===== config.mk =====
export PLATFORM = sky130hd
export DESIGN_NAME = sdrc_top
export DESIGN_NICKNAME = d
export VERILOG_FILES = /design/src/core/sdrc_pkg.sv /design/src/core/sdrc_frame_if.sv /design/src/core/sdrc_frame_timer.sv /design/src/core/sdrc_format.sv /design/src/core/sdrc_top.sv
export SDC_FILE = /design/constraint.sdc
export NUM_CORES = 1
export LEC_CHECK = 0
export BUFFER_PORTS_ARGS = -buffer_cell sky130_fd_sc_hd__buf_2
export CAP_MARGIN = 20
export CELL_PAD_IN_SITES_DETAIL_PLACEMENT = 0
export CELL_PAD_IN_SITES_GLOBAL_PLACEMENT = 1
export CORE_MARGIN = 5
export CORE_UTILIZATION = 39
export DETAILED_ROUTE_END_ITERATION = 12
export MAX_ROUTING_LAYER = met4
export PLACE_DENSITY_LB_ADDON = 0.1
export SKIP_LAST_GASP = 1
export SLEW_MARGIN = 20
export SYNTH_ARGS = -nofsm -noshare
export SYNTH_HDL_FRONTEND = slang
export SYNTH_SLANG_ARGS = --single-unit
export TNS_END_PERCENT = 1

===== constraint.sdc =====
create_clock -name i_core_clk -period 4.9 [get_ports i_core_clk]
set_input_delay 0.49 -clock i_core_clk [delete_from_list [all_inputs] [get_ports i_core_clk]]
set_output_delay 0.49 -clock i_core_clk [all_outputs]
set_load 0.03 [all_outputs]

===== src/core/sdrc_pkg.sv =====
// Shared constants and types for the sigma-delta result and mode control block
package sdrc_pkg;
  // ----------------------------------------
  // Geometry
  // ----------------------------------------
  localparam int SDRC_NUM_CH = 3;
  localparam int SDRC_FILT_W = 24;
  localparam int SDRC_RES_W = 16;
  localparam int SDRC_BYTE_W = 8;
  localparam int SDRC_OSR_W = 2;
  localparam int SDRC_DLY_W = 2;
  // ----------------------------------------
  // Oversampling ratio codes and decimation counts
  // ----------------------------------------
  localparam logic [1:0] SDRC_OSR_256 = 2'h0;
  localparam logic [1:0] SDRC_OSR_128 = 2'h1;
  localparam logic [1:0] SDRC_OSR_64 = 2'h2;
  localparam logic [1:0] SDRC_OSR_32 = 2'h3;
  localparam logic [8:0] SDRC_DEC_256 = 9'h100;
  localparam logic [8:0] SDRC_DEC_128 = 9'h080;
  localparam logic [8:0] SDRC_DEC_64 = 9'h040;
  localparam logic [8:0] SDRC_DEC_32 = 9'h020;
  // ----------------------------------------
  // Format, delay and counter constants
  // ----------------------------------------
  localparam logic [23:0] SDRC_SIGN_FLIP = 24'h800000;
  localparam logic [1:0] SDRC_DLY_FOURTH = 2'h0;
  localparam logic [2:0] SDRC_DLY_BASE = 3'h4;
  localparam logic [8:0] SDRC_CNT_RESET = 9'h000;
  // ----------------------------------------
  // Channel state
  // ----------------------------------------
  typedef enum logic [1:0] {
    SDRC_ST_OFF = 2'b00,
    SDRC_ST_WAIT = 2'b01,
    SDRC_ST_RUN = 2'b10
  } sdrc_state_t;
endpackage : sdrc_pkg


===== src/core/sdrc_frame_if.sv =====
// Frame timing handed from the frame timer to the channel logic
`timescale 1ns/1ns
interface sdrc_frame_if #(parameter int N = 3);
  logic [N-1:0] run;
  logic [N-1:0] restart;
  logic [N-1:0] done;
  modport timer (input run, input restart, output done);
  modport ctrl (output run, output restart, input done);
endinterface : sdrc_frame_if


===== src/core/sdrc_frame_timer.sv =====
// Per-channel decimation counters producing the end-of-frame pulse
`timescale 1ns/1ns
module sdrc_frame_timer
  import sdrc_pkg::*;
#(
  parameter int N = SDRC_NUM_CH
) (
  // Clock and reset
  input wire logic i_core_clk,
  input wire logic i_rst,
  // Modulator clock enable and ratio
  input wire logic i_mod_en,
  input wire logic [SDRC_OSR_W-1:0] i_osr,
  // Frame link
  sdrc_frame_if.timer frm
);
  logic [8:0] dec_len;
  logic [N-1:0][8:0] cnt;
  logic [N-1:0][8:0] next_cnt;
  logic [N-1:0] done;
  logic [N-1:0] next_done;

  // Decimation length from the ratio
  always_comb begin
    case (i_osr)
      SDRC_OSR_256: dec_len = SDRC_DEC_256;
      SDRC_OSR_128: dec_len = SDRC_DEC_128;
      SDRC_OSR_64: dec_len = SDRC_DEC_64;
      default: dec_len = SDRC_DEC_32;
    endcase
  end

  // Counters restart on request so members line up with their master
  always_comb begin
    for (int c = 0; c < N; c++) begin
      next_cnt[c] = cnt[c];
      next_done[c] = 1'b0;
      if (!frm.run[c] || frm.restart[c]) begin
        next_cnt[c] = SDRC_CNT_RESET;
      end else if (i_mod_en) begin
        // A ratio cut below the count mid-frame ends the frame at once instead of wrapping
        if (cnt[c] >= dec_len - 9'h001) begin
          next_cnt[c] = SDRC_CNT_RESET;
          next_done[c] = 1'b1;
        end else begin
          next_cnt[c] = cnt[c] + 9'h001;
        end
      end
    end
  end

  always_ff @(posedge i_core_clk or posedge i_rst) begin
    if (i_rst) begin
      cnt <= '0;
      done <= '0;
    end else begin
      cnt <= next_cnt;
      done <= next_done;
    end
  end

  assign frm.done = done;
endmodule : sdrc_frame_timer


===== src/core/sdrc_format.sv =====
// Result formatting and window selection for one read
`timescale 1ns/1ns
module sdrc_format
  import sdrc_pkg::*;
(
  // Latched filter word and settings
  input wire logic [SDRC_FILT_W-1:0] i_filt,
  input wire logic [SDRC_OSR_W-1:0] i_osr,
  input wire logic i_twos,
  input wire logic i_lsb_acc,
  input wire logic i_byte,
  // Read data
  output logic [SDRC_RES_W-1:0] o_data
);
  logic [SDRC_FILT_W-1:0] fmt;
  logic [SDRC_RES_W-1:0] high;
  logic [SDRC_RES_W-1:0] word;

  always_comb begin
    // Filter is two's complement; offset binary flips the sign bit
    fmt = i_twos ? i_filt : (i_filt ^ SDRC_SIGN_FLIP);
    // Top 16 bits; the low bit has no weight at the smallest ratio
    high = fmt[23:8];
    if (i_osr == SDRC_OSR_32) begin
      high[0] = 1'b0;
    end
    word = i_lsb_acc ? fmt[15:0] : high;
    o_data = i_byte ? {8'h00, fmt[7:0]} : word;
  end
endmodule : sdrc_format


===== src/core/sdrc_top.sv =====
// Result path and conversion-mode control of a multichannel sigma-delta converter
// ----------------------------------------
// ----------------------------------------
`timescale 1ns/1ns
module sdrc_top
  import sdrc_pkg::*;
#(
  parameter int N = SDRC_NUM_CH
) (
  // Clock and reset
  input wire logic i_core_clk,
  input wire logic i_rst,
  // Modulator clock enable and filter stream
  input wire logic i_mod_en,
  input wire logic [N-1:0][SDRC_FILT_W-1:0] i_filt_out,
  // Common configuration
  input wire logic [SDRC_OSR_W-1:0] i_oversampling_ratio_select,
  input wire logic i_data_format_select,
  // Per-channel configuration
  input wire logic [N-1:0] i_single_conversion_select,
  input wire logic [N-1:0] i_group_with_next,
  input wire logic [N-1:0] i_low_bits_toggle,
  input wire logic [N-1:0][SDRC_DLY_W-1:0] i_interrupt_delay_select,
  // Software strobes on start bits, access bit and flags
  input wire logic [N-1:0] i_start_set,
  input wire logic [N-1:0] i_start_clr,
  input wire logic [N-1:0] i_lsb_acc_wr,
  input wire logic [N-1:0] i_lsb_acc_val,
  input wire logic [N-1:0] i_ready_clr,
  input wire logic [N-1:0] i_ovf_clr,
  // Result register read
  input wire logic i_rd,
  input wire logic [1:0] i_rd_ch,
  input wire logic i_rd_byte,
  // Status
  output logic [SDRC_RES_W-1:0] o_rd_data,
  output logic [N-1:0] o_start_conversion_bit,
  output logic [N-1:0] o_group_with_next,
  output logic [N-1:0] o_low_bits_access,
  output logic [N-1:0] o_result_ready_flag,
  output logic [N-1:0] o_result_overflow_flag,
  output logic [N-1:0] o_conv_req,
  output logic [N-1:0] o_chan_power
);
  // Read channel field is two bits wide, so at most four channels
  if (N < 1 || N > 4) begin : g_bad_n
    $error("sdrc_top: channel count must be 1 to 4");
  end

  // ----------------------------------------
  // State
  // ----------------------------------------
  sdrc_frame_if #(.N(N)) frm ();
  sdrc_state_t st [N];
  sdrc_state_t next_st [N];
  logic [N-1:0] start;
  logic [N-1:0] next_start;
  logic [N-1:0] lsb_acc;
  logic [N-1:0] next_lsb_acc;
  logic [N-1:0] ready;
  logic [N-1:0] next_ready;
  logic [N-1:0] ovf;
  logic [N-1:0] next_ovf;
  logic [N-1:0] req;
  logic [N-1:0] next_req;
  logic [N-1:0][2:0] settle;
  logic [N-1:0][2:0] next_settle;
  logic [N-1:0][SDRC_FILT_W-1:0] latch;
  logic [N-1:0][SDRC_FILT_W-1:0] next_latch;
  logic [SDRC_RES_W-1:0] rd_data;
  logic [SDRC_RES_W-1:0] fmt_data;
  logic [N-1:0] grp_eff;
  logic [N-1:0][1:0] master;
  logic [N-1:0] is_master;
  logic [N-1:0] grouped;
  logic [N-1:0] rd_hit;
  logic [N-1:0] run;
  logic [N-1:0] restart;
  logic [N-1:0] done;
  logic [N-1:0] mset;
  logic [N-1:0] mclr;

  // ----------------------------------------
  // Group topology
  // ----------------------------------------
  // Top channel bit is dead; a master's own bit reads zero by definition
  always_comb begin
    grp_eff = i_group_with_next;
    grp_eff[N-1] = 1'b0;
  end

  // Each channel's master is the first channel at or above it with its bit clear
  generate
    for (genvar c = 0; c < N; c++) begin : g_master
      always_comb begin
        master[c] = 2'(c);
        for (int k = N - 1; k >= c; k--) begin
          if (k == c || !grp_eff[k]) begin
            master[c] = 2'(k);
          end
        end
        for (int k = c; k < N; k++) begin
          if (!grp_eff[k]) begin
            master[c] = 2'(k);
            break;
          end
        end
        grouped[c] = grp_eff[c] || (c > 0 && grp_eff[(c > 0) ? c - 1 : 0]);
        is_master[c] = grouped[c] && !grp_eff[c];
        rd_hit[c] = i_rd && (i_rd_ch == 2'(c));
      end
    end
  endgenerate

  // Master start strobes fan out to every member of its group
  always_comb begin
    for (int c = 0; c < N; c++) begin
      mset[c] = i_start_set[master[c]] && grouped[c] && master[c] != 2'(c);
      mclr[c] = i_start_clr[master[c]] && grouped[c] && master[c] != 2'(c);
    end
  end

  // ----------------------------------------
  // Channel control and result path
  // ----------------------------------------
  always_comb begin
    for (int c = 0; c < N; c++) begin
      next_st[c] = st[c];
      next_start[c] = start[c];
      next_ready[c] = ready[c];
      next_ovf[c] = ovf[c];
      next_req[c] = 1'b0;
      next_settle[c] = settle[c];
      next_latch[c] = latch[c];
      next_lsb_acc[c] = lsb_acc[c];
      // A waiting member is released on the master's frame edge, counting in step
      run[c] = (st[c] == SDRC_ST_RUN) || (st[c] == SDRC_ST_WAIT && done[master[c]]);
      restart[c] = (st[c] == SDRC_ST_WAIT) && !done[master[c]];
      // Start bit: set from software or master, clear wins for stop
      if (i_start_set[c] || mset[c]) begin
        next_start[c] = 1'b1;
      end
      if (i_start_clr[c] || mclr[c]) begin
        next_start[c] = 1'b0;
      end
      // Clears go first, so a result landing in the same cycle wins
      if (rd_hit[c] || i_ready_clr[c]) begin
        next_ready[c] = 1'b0;
      end
      if (i_ovf_clr[c]) begin
        next_ovf[c] = 1'b0;
      end
      case (st[c])
        SDRC_ST_OFF: begin
          if (next_start[c] && !start[c]) begin
            next_settle[c] = 3'h0;
            if (grouped[c] && !is_master[c] && start[master[c]]) begin
              next_st[c] = SDRC_ST_WAIT;
            end else begin
              next_st[c] = SDRC_ST_RUN;
            end
          end
        end
        SDRC_ST_WAIT: begin
          if (!next_start[c]) begin
            next_st[c] = SDRC_ST_OFF;
          end else if (done[master[c]]) begin
            next_st[c] = SDRC_ST_RUN;
          end
        end
        SDRC_ST_RUN: begin
          if (!next_start[c]) begin
            next_st[c] = SDRC_ST_OFF;
          end else if (done[c]) begin
            next_latch[c] = i_filt_out[c];
            next_ovf[c] = next_ovf[c] | ready[c];
            next_ready[c] = 1'b1;
            if (settle[c] < SDRC_DLY_BASE - {1'b0, i_interrupt_delay_select[c]}) begin
              next_settle[c] = settle[c] + 3'h1;
            end
            if (settle[c] + 3'h1 >= SDRC_DLY_BASE - {1'b0, i_interrupt_delay_select[c]}) begin
              next_req[c] = 1'b1;
            end
            if (i_single_conversion_select[c]) begin
              next_start[c] = 1'b0;
              next_st[c] = SDRC_ST_OFF;
            end
          end
        end
        default: next_st[c] = SDRC_ST_OFF;
      endcase
      // Toggle acts on reads only, so changing it alone has no effect
      if (i_lsb_acc_wr[c]) begin
        next_lsb_acc[c] = i_lsb_acc_val[c];
      end else if (rd_hit[c] && i_low_bits_toggle[c]) begin
        next_lsb_acc[c] = ~lsb_acc[c];
      end
    end
  end

  // Read port picks the addressed channel's latched word
  sdrc_format u_format (
    .i_filt(latch[int'(i_rd_ch) < N ? i_rd_ch : 2'h0]),
    .i_osr(i_oversampling_ratio_select),
    .i_twos(i_data_format_select),
    .i_lsb_acc(lsb_acc[int'(i_rd_ch) < N ? i_rd_ch : 2'h0]),
    .i_byte(i_rd_byte),
    .o_data(fmt_data)
  );

  // Read data is held between reads
  always_comb begin
    rd_data = (i_rd && int'(i_rd_ch) < N) ? fmt_data : o_rd_data;
  end

  // ----------------------------------------
  // Frame timer
  // ----------------------------------------
  assign frm.run = run;
  assign frm.restart = restart;
  assign done = frm.done;

  sdrc_frame_timer #(.N(N)) u_timer (
    .i_core_clk(i_core_clk),
    .i_rst(i_rst),
    .i_mod_en(i_mod_en),
    .i_osr(i_oversampling_ratio_select),
    .frm(frm)
  );

  // ----------------------------------------
  // Registers
  // ----------------------------------------
  always_ff @(posedge i_core_clk or posedge i_rst) begin
    if (i_rst) begin
      for (int c = 0; c < N; c++) begin
        st[c] <= SDRC_ST_OFF;
      end
      start <= '0;
      lsb_acc <= '0;
      ready <= '0;
      ovf <= '0;
      req <= '0;
      settle <= '0;
      latch <= '0;
      o_rd_data <= '0;
      o_group_with_next <= '0;
      o_chan_power <= '0;
    end else begin
      st <= next_st;
      start <= next_start;
      lsb_acc <= next_lsb_acc;
      ready <= next_ready;
      ovf <= next_ovf;
      req <= next_req;
      settle <= next_settle;
      latch <= next_latch;
      o_rd_data <= rd_data;
      o_group_with_next <= grp_eff;
      for (int c = 0; c < N; c++) begin
        o_chan_power[c] <= (next_st[c] != SDRC_ST_OFF);
      end
    end
  end

  // Status outputs straight from flip-flops
  assign o_start_conversion_bit = start;
  assign o_low_bits_access = lsb_acc;
  assign o_result_ready_flag = ready;
  assign o_result_overflow_flag = ovf;
  assign o_conv_req = req;
endmodule : sdrc_top


Word-level counts from Yosys, hierarchy flattened
Index checks and enable logic that the tools add are counted.
{"block": "op_classes", "magnitude_cmp": 13, "n_eq_ne": 24, "mux": 148, "add_sub_neg": 10, "bitwise_logic": 7, "n_reduce_logical": 77}
{"operator": "$mux 1", "n": 82}
{"operator": "$mux 9", "n": 9}
{"operator": "$bmux 24 s2", "n": 1}
{"operator": "$mux 2", "n": 24}
{"operator": "$mux 24", "n": 2}
{"operator": "$mux 3", "n": 12}
{"operator": "$mux 16", "n": 2}
{"operator": "$logic_and 1x1->1", "n": 28}
{"operator": "$add 9x1->9 const B", "n": 3}
{"operator": "$ge 9x9->1", "n": 3}
{"operator": "$pmux 9 s3", "n": 1}
{"operator": "$reduce_bool 2->1", "n": 13}
{"operator": "$ne 2x1->1 const B", "n": 10}
{"operator": "$bmux 1 s2", "n": 9}
{"operator": "$pmux 2 s3", "n": 3}
{"operator": "$pmux 3 s2", "n": 3}
{"operator": "$reduce_and 5->1", "n": 3}
{"operator": "$logic_or 1x1->1", "n": 14}
{"operator": "$eq 2x2->1 const B", "n": 6}
{"operator": "$logic_not 1->1", "n": 11}
{"operator": "$eq 2x1->1 const B", "n": 5}
{"operator": "$logic_not 2->1", "n": 5}
{"operator": "$add 3x1->3 const B", "n": 3}
{"operator": "$ge 3x3->1", "n": 3}
{"operator": "9 further kinds", "n": 24}
{"block": "totals", "register_bits": 153, "out_inout_bits": 37, "word_cells": 302}

Longest topological paths before layout
{"block": "depth", "depth_word": 15, "depth_mapped": 9, "depth_no_buf": 9}

Hierarchy
Synthesis repeated with hierarchy kept, for this count alone.
{"block": "unflattened", "cells_unflattened": 792, "hier_area_um2": 8509.4}
{"mod": "sdrc_top", "area_each_um2": 6289.8, "instances": 1, "cells_each": 539, "seq_area_each_um2": 3078.0}
{"mod": "sdrc_frame_timer", "area_each_um2": 1961.9, "instances": 1, "cells_each": 224, "seq_area_each_um2": 750.7}
{"mod": "sdrc_format", "area_each_um2": 257.7, "instances": 1, "cells_each": 29, "seq_area_each_um2": 0.0}

Worst setup path before layout
OpenSTA, ideal clock, no wires.
{"block": "synth_path", "path_kind": "input port to flip-flop", "start": "input i_oversampling_ratio_select[1]", "end": "register u_timer.cnt[3] (netlist bit)", "n_path_buf": 1, "arrival_ns": 2.287, "path_slack_ns": 2.531, "required_time_ns": 4.818, "cell_stages": 7, "cell_sequence": "or2_2 ha_1 a21o_1 a211oi_1 buf_2 nand3_1 a31oi_1"}
{"block": "synth_via", "elab_chain_cells": 7, "word_cells_on_any_way": 9}
{"element": "start: declaration", "line_no": "sdrc_top.sv:17", "rtl": "input wire logic [SDRC_OSR_W-1:0] i_oversampling_ratio_select,"}
{"element": "$eq 2x2->1 (tied with other cells)", "line_no": "sdrc_frame_timer.sv:25", "rtl": "case (i_osr)"}
{"element": "$pmux 9 s3 *", "line_no": "sdrc_frame_timer.sv:25"}
{"element": "$sub 9x1->9 *", "line_no": "sdrc_frame_timer.sv:42", "rtl": "if (cnt[c] >= dec_len - 9'h001) begin"}
{"element": "$ge 9x9->1 *", "line_no": "sdrc_frame_timer.sv:42"}
{"element": "$mux 9 *", "line_no": "sdrc_frame_timer.sv:42"}
{"element": "$mux 9 *", "line_no": "sdrc_frame_timer.sv:40", "rtl": "end else if (i_mod_en) begin"}
{"element": "$mux 9 *", "line_no": "sdrc_frame_timer.sv:38", "rtl": "if (!frm.run[c] || frm.restart[c]) begin"}
{"element": "end signal: assignment", "line_no": "sdrc_frame_timer.sv:57", "rtl": "cnt <= next_cnt;"}
{"element": "end: declaration", "line_no": "sdrc_frame_timer.sv:18", "rtl": "logic [N-1:0][8:0] cnt;"}
Every way passes the cells marked *; elsewhere a longest branch is shown, timed or not. The select of a mux whose other input is x is not followed.
A chain may end at the register's enable or synchronous reset.

Final worst setup path
{"block": "layout_path", "start": "input i_group_with_next[1]", "end": "register latch[4] (netlist bit)"}
{"block": "layout_via", "elab_chain_cells": 12, "word_cells_on_any_way": 19}
{"element": "start: declaration", "line_no": "sdrc_top.sv:21", "rtl": "input wire logic [N-1:0] i_group_with_next,"}
{"element": "$mux 1", "line_no": "sdrc_top.sv:103", "rtl": "if (!grp_eff[k]) begin"}
{"element": "$mux 1", "line_no": "sdrc_top.sv:102", "rtl": "for (int k = c; k < N; k++) begin"}
{"element": "$mux 2 * (2 in a row)", "line_no": "sdrc_top.sv:102"}
{"element": "$bmux 1 s2", "line_no": "sdrc_top.sv:118", "rtl": "mset[c] = i_start_set[master[c]] && grouped[c] && master[c] != 2'(c);"}
{"element": "$mux 1 (implied by the code)", "line_no": "sdrc_top.sv:118"}
{"element": "$logic_and 1x1->1 (2 in a row)", "line_no": "sdrc_top.sv:118"}
{"element": "$logic_or 1x1->1", "line_no": "sdrc_top.sv:140", "rtl": "if (i_start_set[c] || mset[c]) begin"}
{"element": "$mux 1", "line_no": "sdrc_top.sv:140"}
{"element": "$mux 1 *", "line_no": "sdrc_top.sv:143", "rtl": "if (i_start_clr[c] || mclr[c]) begin"}
{"element": "$reduce_and 3->1 (no source line) *"}
{"element": "end signal: assignment", "line_no": "sdrc_top.sv:257", "rtl": "latch <= next_latch;"}
{"element": "end: declaration", "line_no": "sdrc_top.sv:68", "rtl": "logic [N-1:0][SDRC_FILT_W-1:0] latch;"}
Marks and branches as above.

==> metrics.txt <==
outcome=complete, no violations; Global Route Usage Sum=17.8%; EDFF count, synth=0; Post-Syn Area=7950 µm²; Synth warnings=0; Worst Hold Class=in2async; core area=20200 µm²; routed length per instance=17.2 µm; die area=23400 µm²; commonest cells after routing, fill and taps aside=dfrtp_1, buf_2, nand2_1, mux2_2, nor2_1; Lkg Pwr=4.75 nW; CP Launch Type=primary input; asr flop ratio synth=100%; most common cell after layout, fill and taps aside=dfrtp_1; Worst Path Arrival=2.81 ns; Site Rows=52; layout cells sized above 1=30.6%; H-tree depth=4; PostCTS Resize Cnt=0; Crit Path Category=in2reg; post-synth top area share=48.1%; number of global-route vias before repair=6340; clk_skew=0.0108 ns; vias=6044; Synth Flop Type=dfrtp_1; final hold vios=0; fmax=400 MHz; Seq cells post-synth=153; GR Overflow Total=0; initial antenna violation count=1; placed cells=1137; CTS tree=yes; clock latency on the worst-skew pair=0.42 ns; Post-DRT Antenna Nets=0; post-layout minimum cycle time=2.50 ns; Final Instance Count excl. Fillers=1169; Initial Utilization=39.4%; PwrDens=324 nW/µm²; post-synthesis sequential area ratio=48.1%; Setup TNS=0 ns; RSZ-0062 raised after global routing=no; max-slew violations=0; post-CTS setup buffers=0; Die H=153 µm; # setup viols final=0; clk sinks=153; routability congestion estimate=0.789; DR DRC count=0; IR drop worst, VDD=0.227 mV; first-pass GRT wire length=32.8 mm; Final nets=1040; relative slew slack=37.4%; DR iter-0 viols=283; num ports=152; Vias/cell=5.17; Synth area leader=dfrtp_1; fin util=47.1%; largest net degree at the start of global routing=56; Cell variety after synth=57; Post-CTS Hold Buffers=0; Worst Setup End Kind=register; data required time of the worst path=5.21 ns; Worst-Margin Slew=0.938 ns; first-pass detailed-route iteration total=4; main area contributors after synthesis=dfrtp_1, mux2_2, ha_1; final worst-path cycle share=51.1%; final WL=20.1 mm; Inserted Clock Buffers=17; worst setup margin=2.40 ns; clock buffer depth=2; Final Power=0.00308 W; DP Worst Slack=1.95 ns; Die X-Extent=153 µm; final HPWL from detailed placement=14.7 mm; Syn Area/Cell=10.7 µm²; Post-Syn Instances=746; Critical Path Fanout Max=27; Area growth syn-to-layout=19.5%; # port buffers=149; max-cap violations=0; Clock Tree Root=clkbuf_16; CTS clock-pin slew for the worst setup and hold paths=0.07 ns
## cell usage after synthesis, types with 17 or more instances
cell type,n
nor2_1,49
ha_1,39
dfrtp_1,153
nand3_1,28
nor3_1,25
o21ai_0,20
mux2_2,58
inv_1,33
a21oi_1,36
mux2_4,18
nor2b_1,20
o22ai_1,18
mux2i_1,28
nand2_1,65
clkbuf_1,17
## worst paths after layout
path                                                            end  slack (ns)                      from  cells after the start
worst min-delay path                      o_chan_power[2]$_DFF_PP0_        0.09                     i_rst                      2
worst max register to register                latch[32]$_DFFE_PP0P_        2.40           st[3]$_DFF_PP0_                      3
worst min register to register             o_rd_data[4]$_DFFE_PP0P_        0.48  o_rd_data[4]$_DFFE_PP0P_                      2
min in group i_core_clk         o_result_overflow_flag[1]$_DFF_PP0_        0.25              i_ovf_clr[1]                      2
worst max-delay path                           latch[4]$_DFFE_PP0P_        2.40      i_group_with_next[1]                      6
max in group asynchronous               u_timer.cnt[16]$_DFFE_PP0P_        3.73                     i_rst                      3
## cell type report
| cell class | instances | area [µm²] |
|---|---|---|
| fillers | 1928 | 10700 |
| multi-input cells | 527 | 3840 |
| flip-flops and latches | 153 | 3830 |
| repair buffers | 154 | 783 |
| clock buffers | 18 | 439 |
| well taps | 270 | 338 |
| clock inverters | 13 | 136 |
| inverters | 33 | 129 |
| diodes | 1 | 2.50 |
## per-stage QoR
stage | cell area, µm² | hold WS, ns
after floorplan | 7960 | 0.467
after global placement | 8920 | 0.459
after detailed placement | 8920 | 0.471
after CTS | 9490 | 0.106
after global routing | 9500 | 0.136
final | 9500 | 0.0930
## layer usage
| metal | part of all wire [%] | global-route usage (%) | routed length [µm] | vias up |
|---|---|---|---|---|
| li1 | - | - | - | 2928 |
| met1 | 45 | 22.2 | 8960 | 2947 |
| met2 | 49 | 29.0 | 9900 | 150 |
| met3 | 4.3 | 3.68 | 863 | 19 |
| met4 | 1.7 | 6.15 | 337 | 0 |
| met5 | 0 | - | 0 | - |
## flip-flops by register name, indices dropped and copies added, names as in the netlist, 6 cells and up
name	cells
latch	72
o_rd_data	16
settle	9
st	6
u_timer.cnt	27
## critical path, cell delays in order
cell and delay (ns):
buf_2 0.21, mux2_1 0.39, a211oi_1 0.28, a211o_1 0.25
or2_2 0.74, mux2_2 0.42
## cell families after synthesis
kind of cell,after synthesis,synth area share [%]
flip-flops,153,48.1
multiplexers,105,15.3
AND/OR/NAND/NOR,225,13.6
XOR/XNOR,19,2.09
buffers and inverters,68,3.79
AO/OA/AOI/OAI,135,10.8
other,2,0.0944
adder cells (fa/ha/maj),39,6.13
## where the power goes
part           total, W  internal, W  leakage (nW)  switching (W)
logic          0.000445     0.000171          2.39       0.000274
registers       0.00136      0.00131          2.09      0.0000412
clock network   0.00128     0.000725         0.274       0.000556
Note: power is estimated with default switching activity, not from simulation.
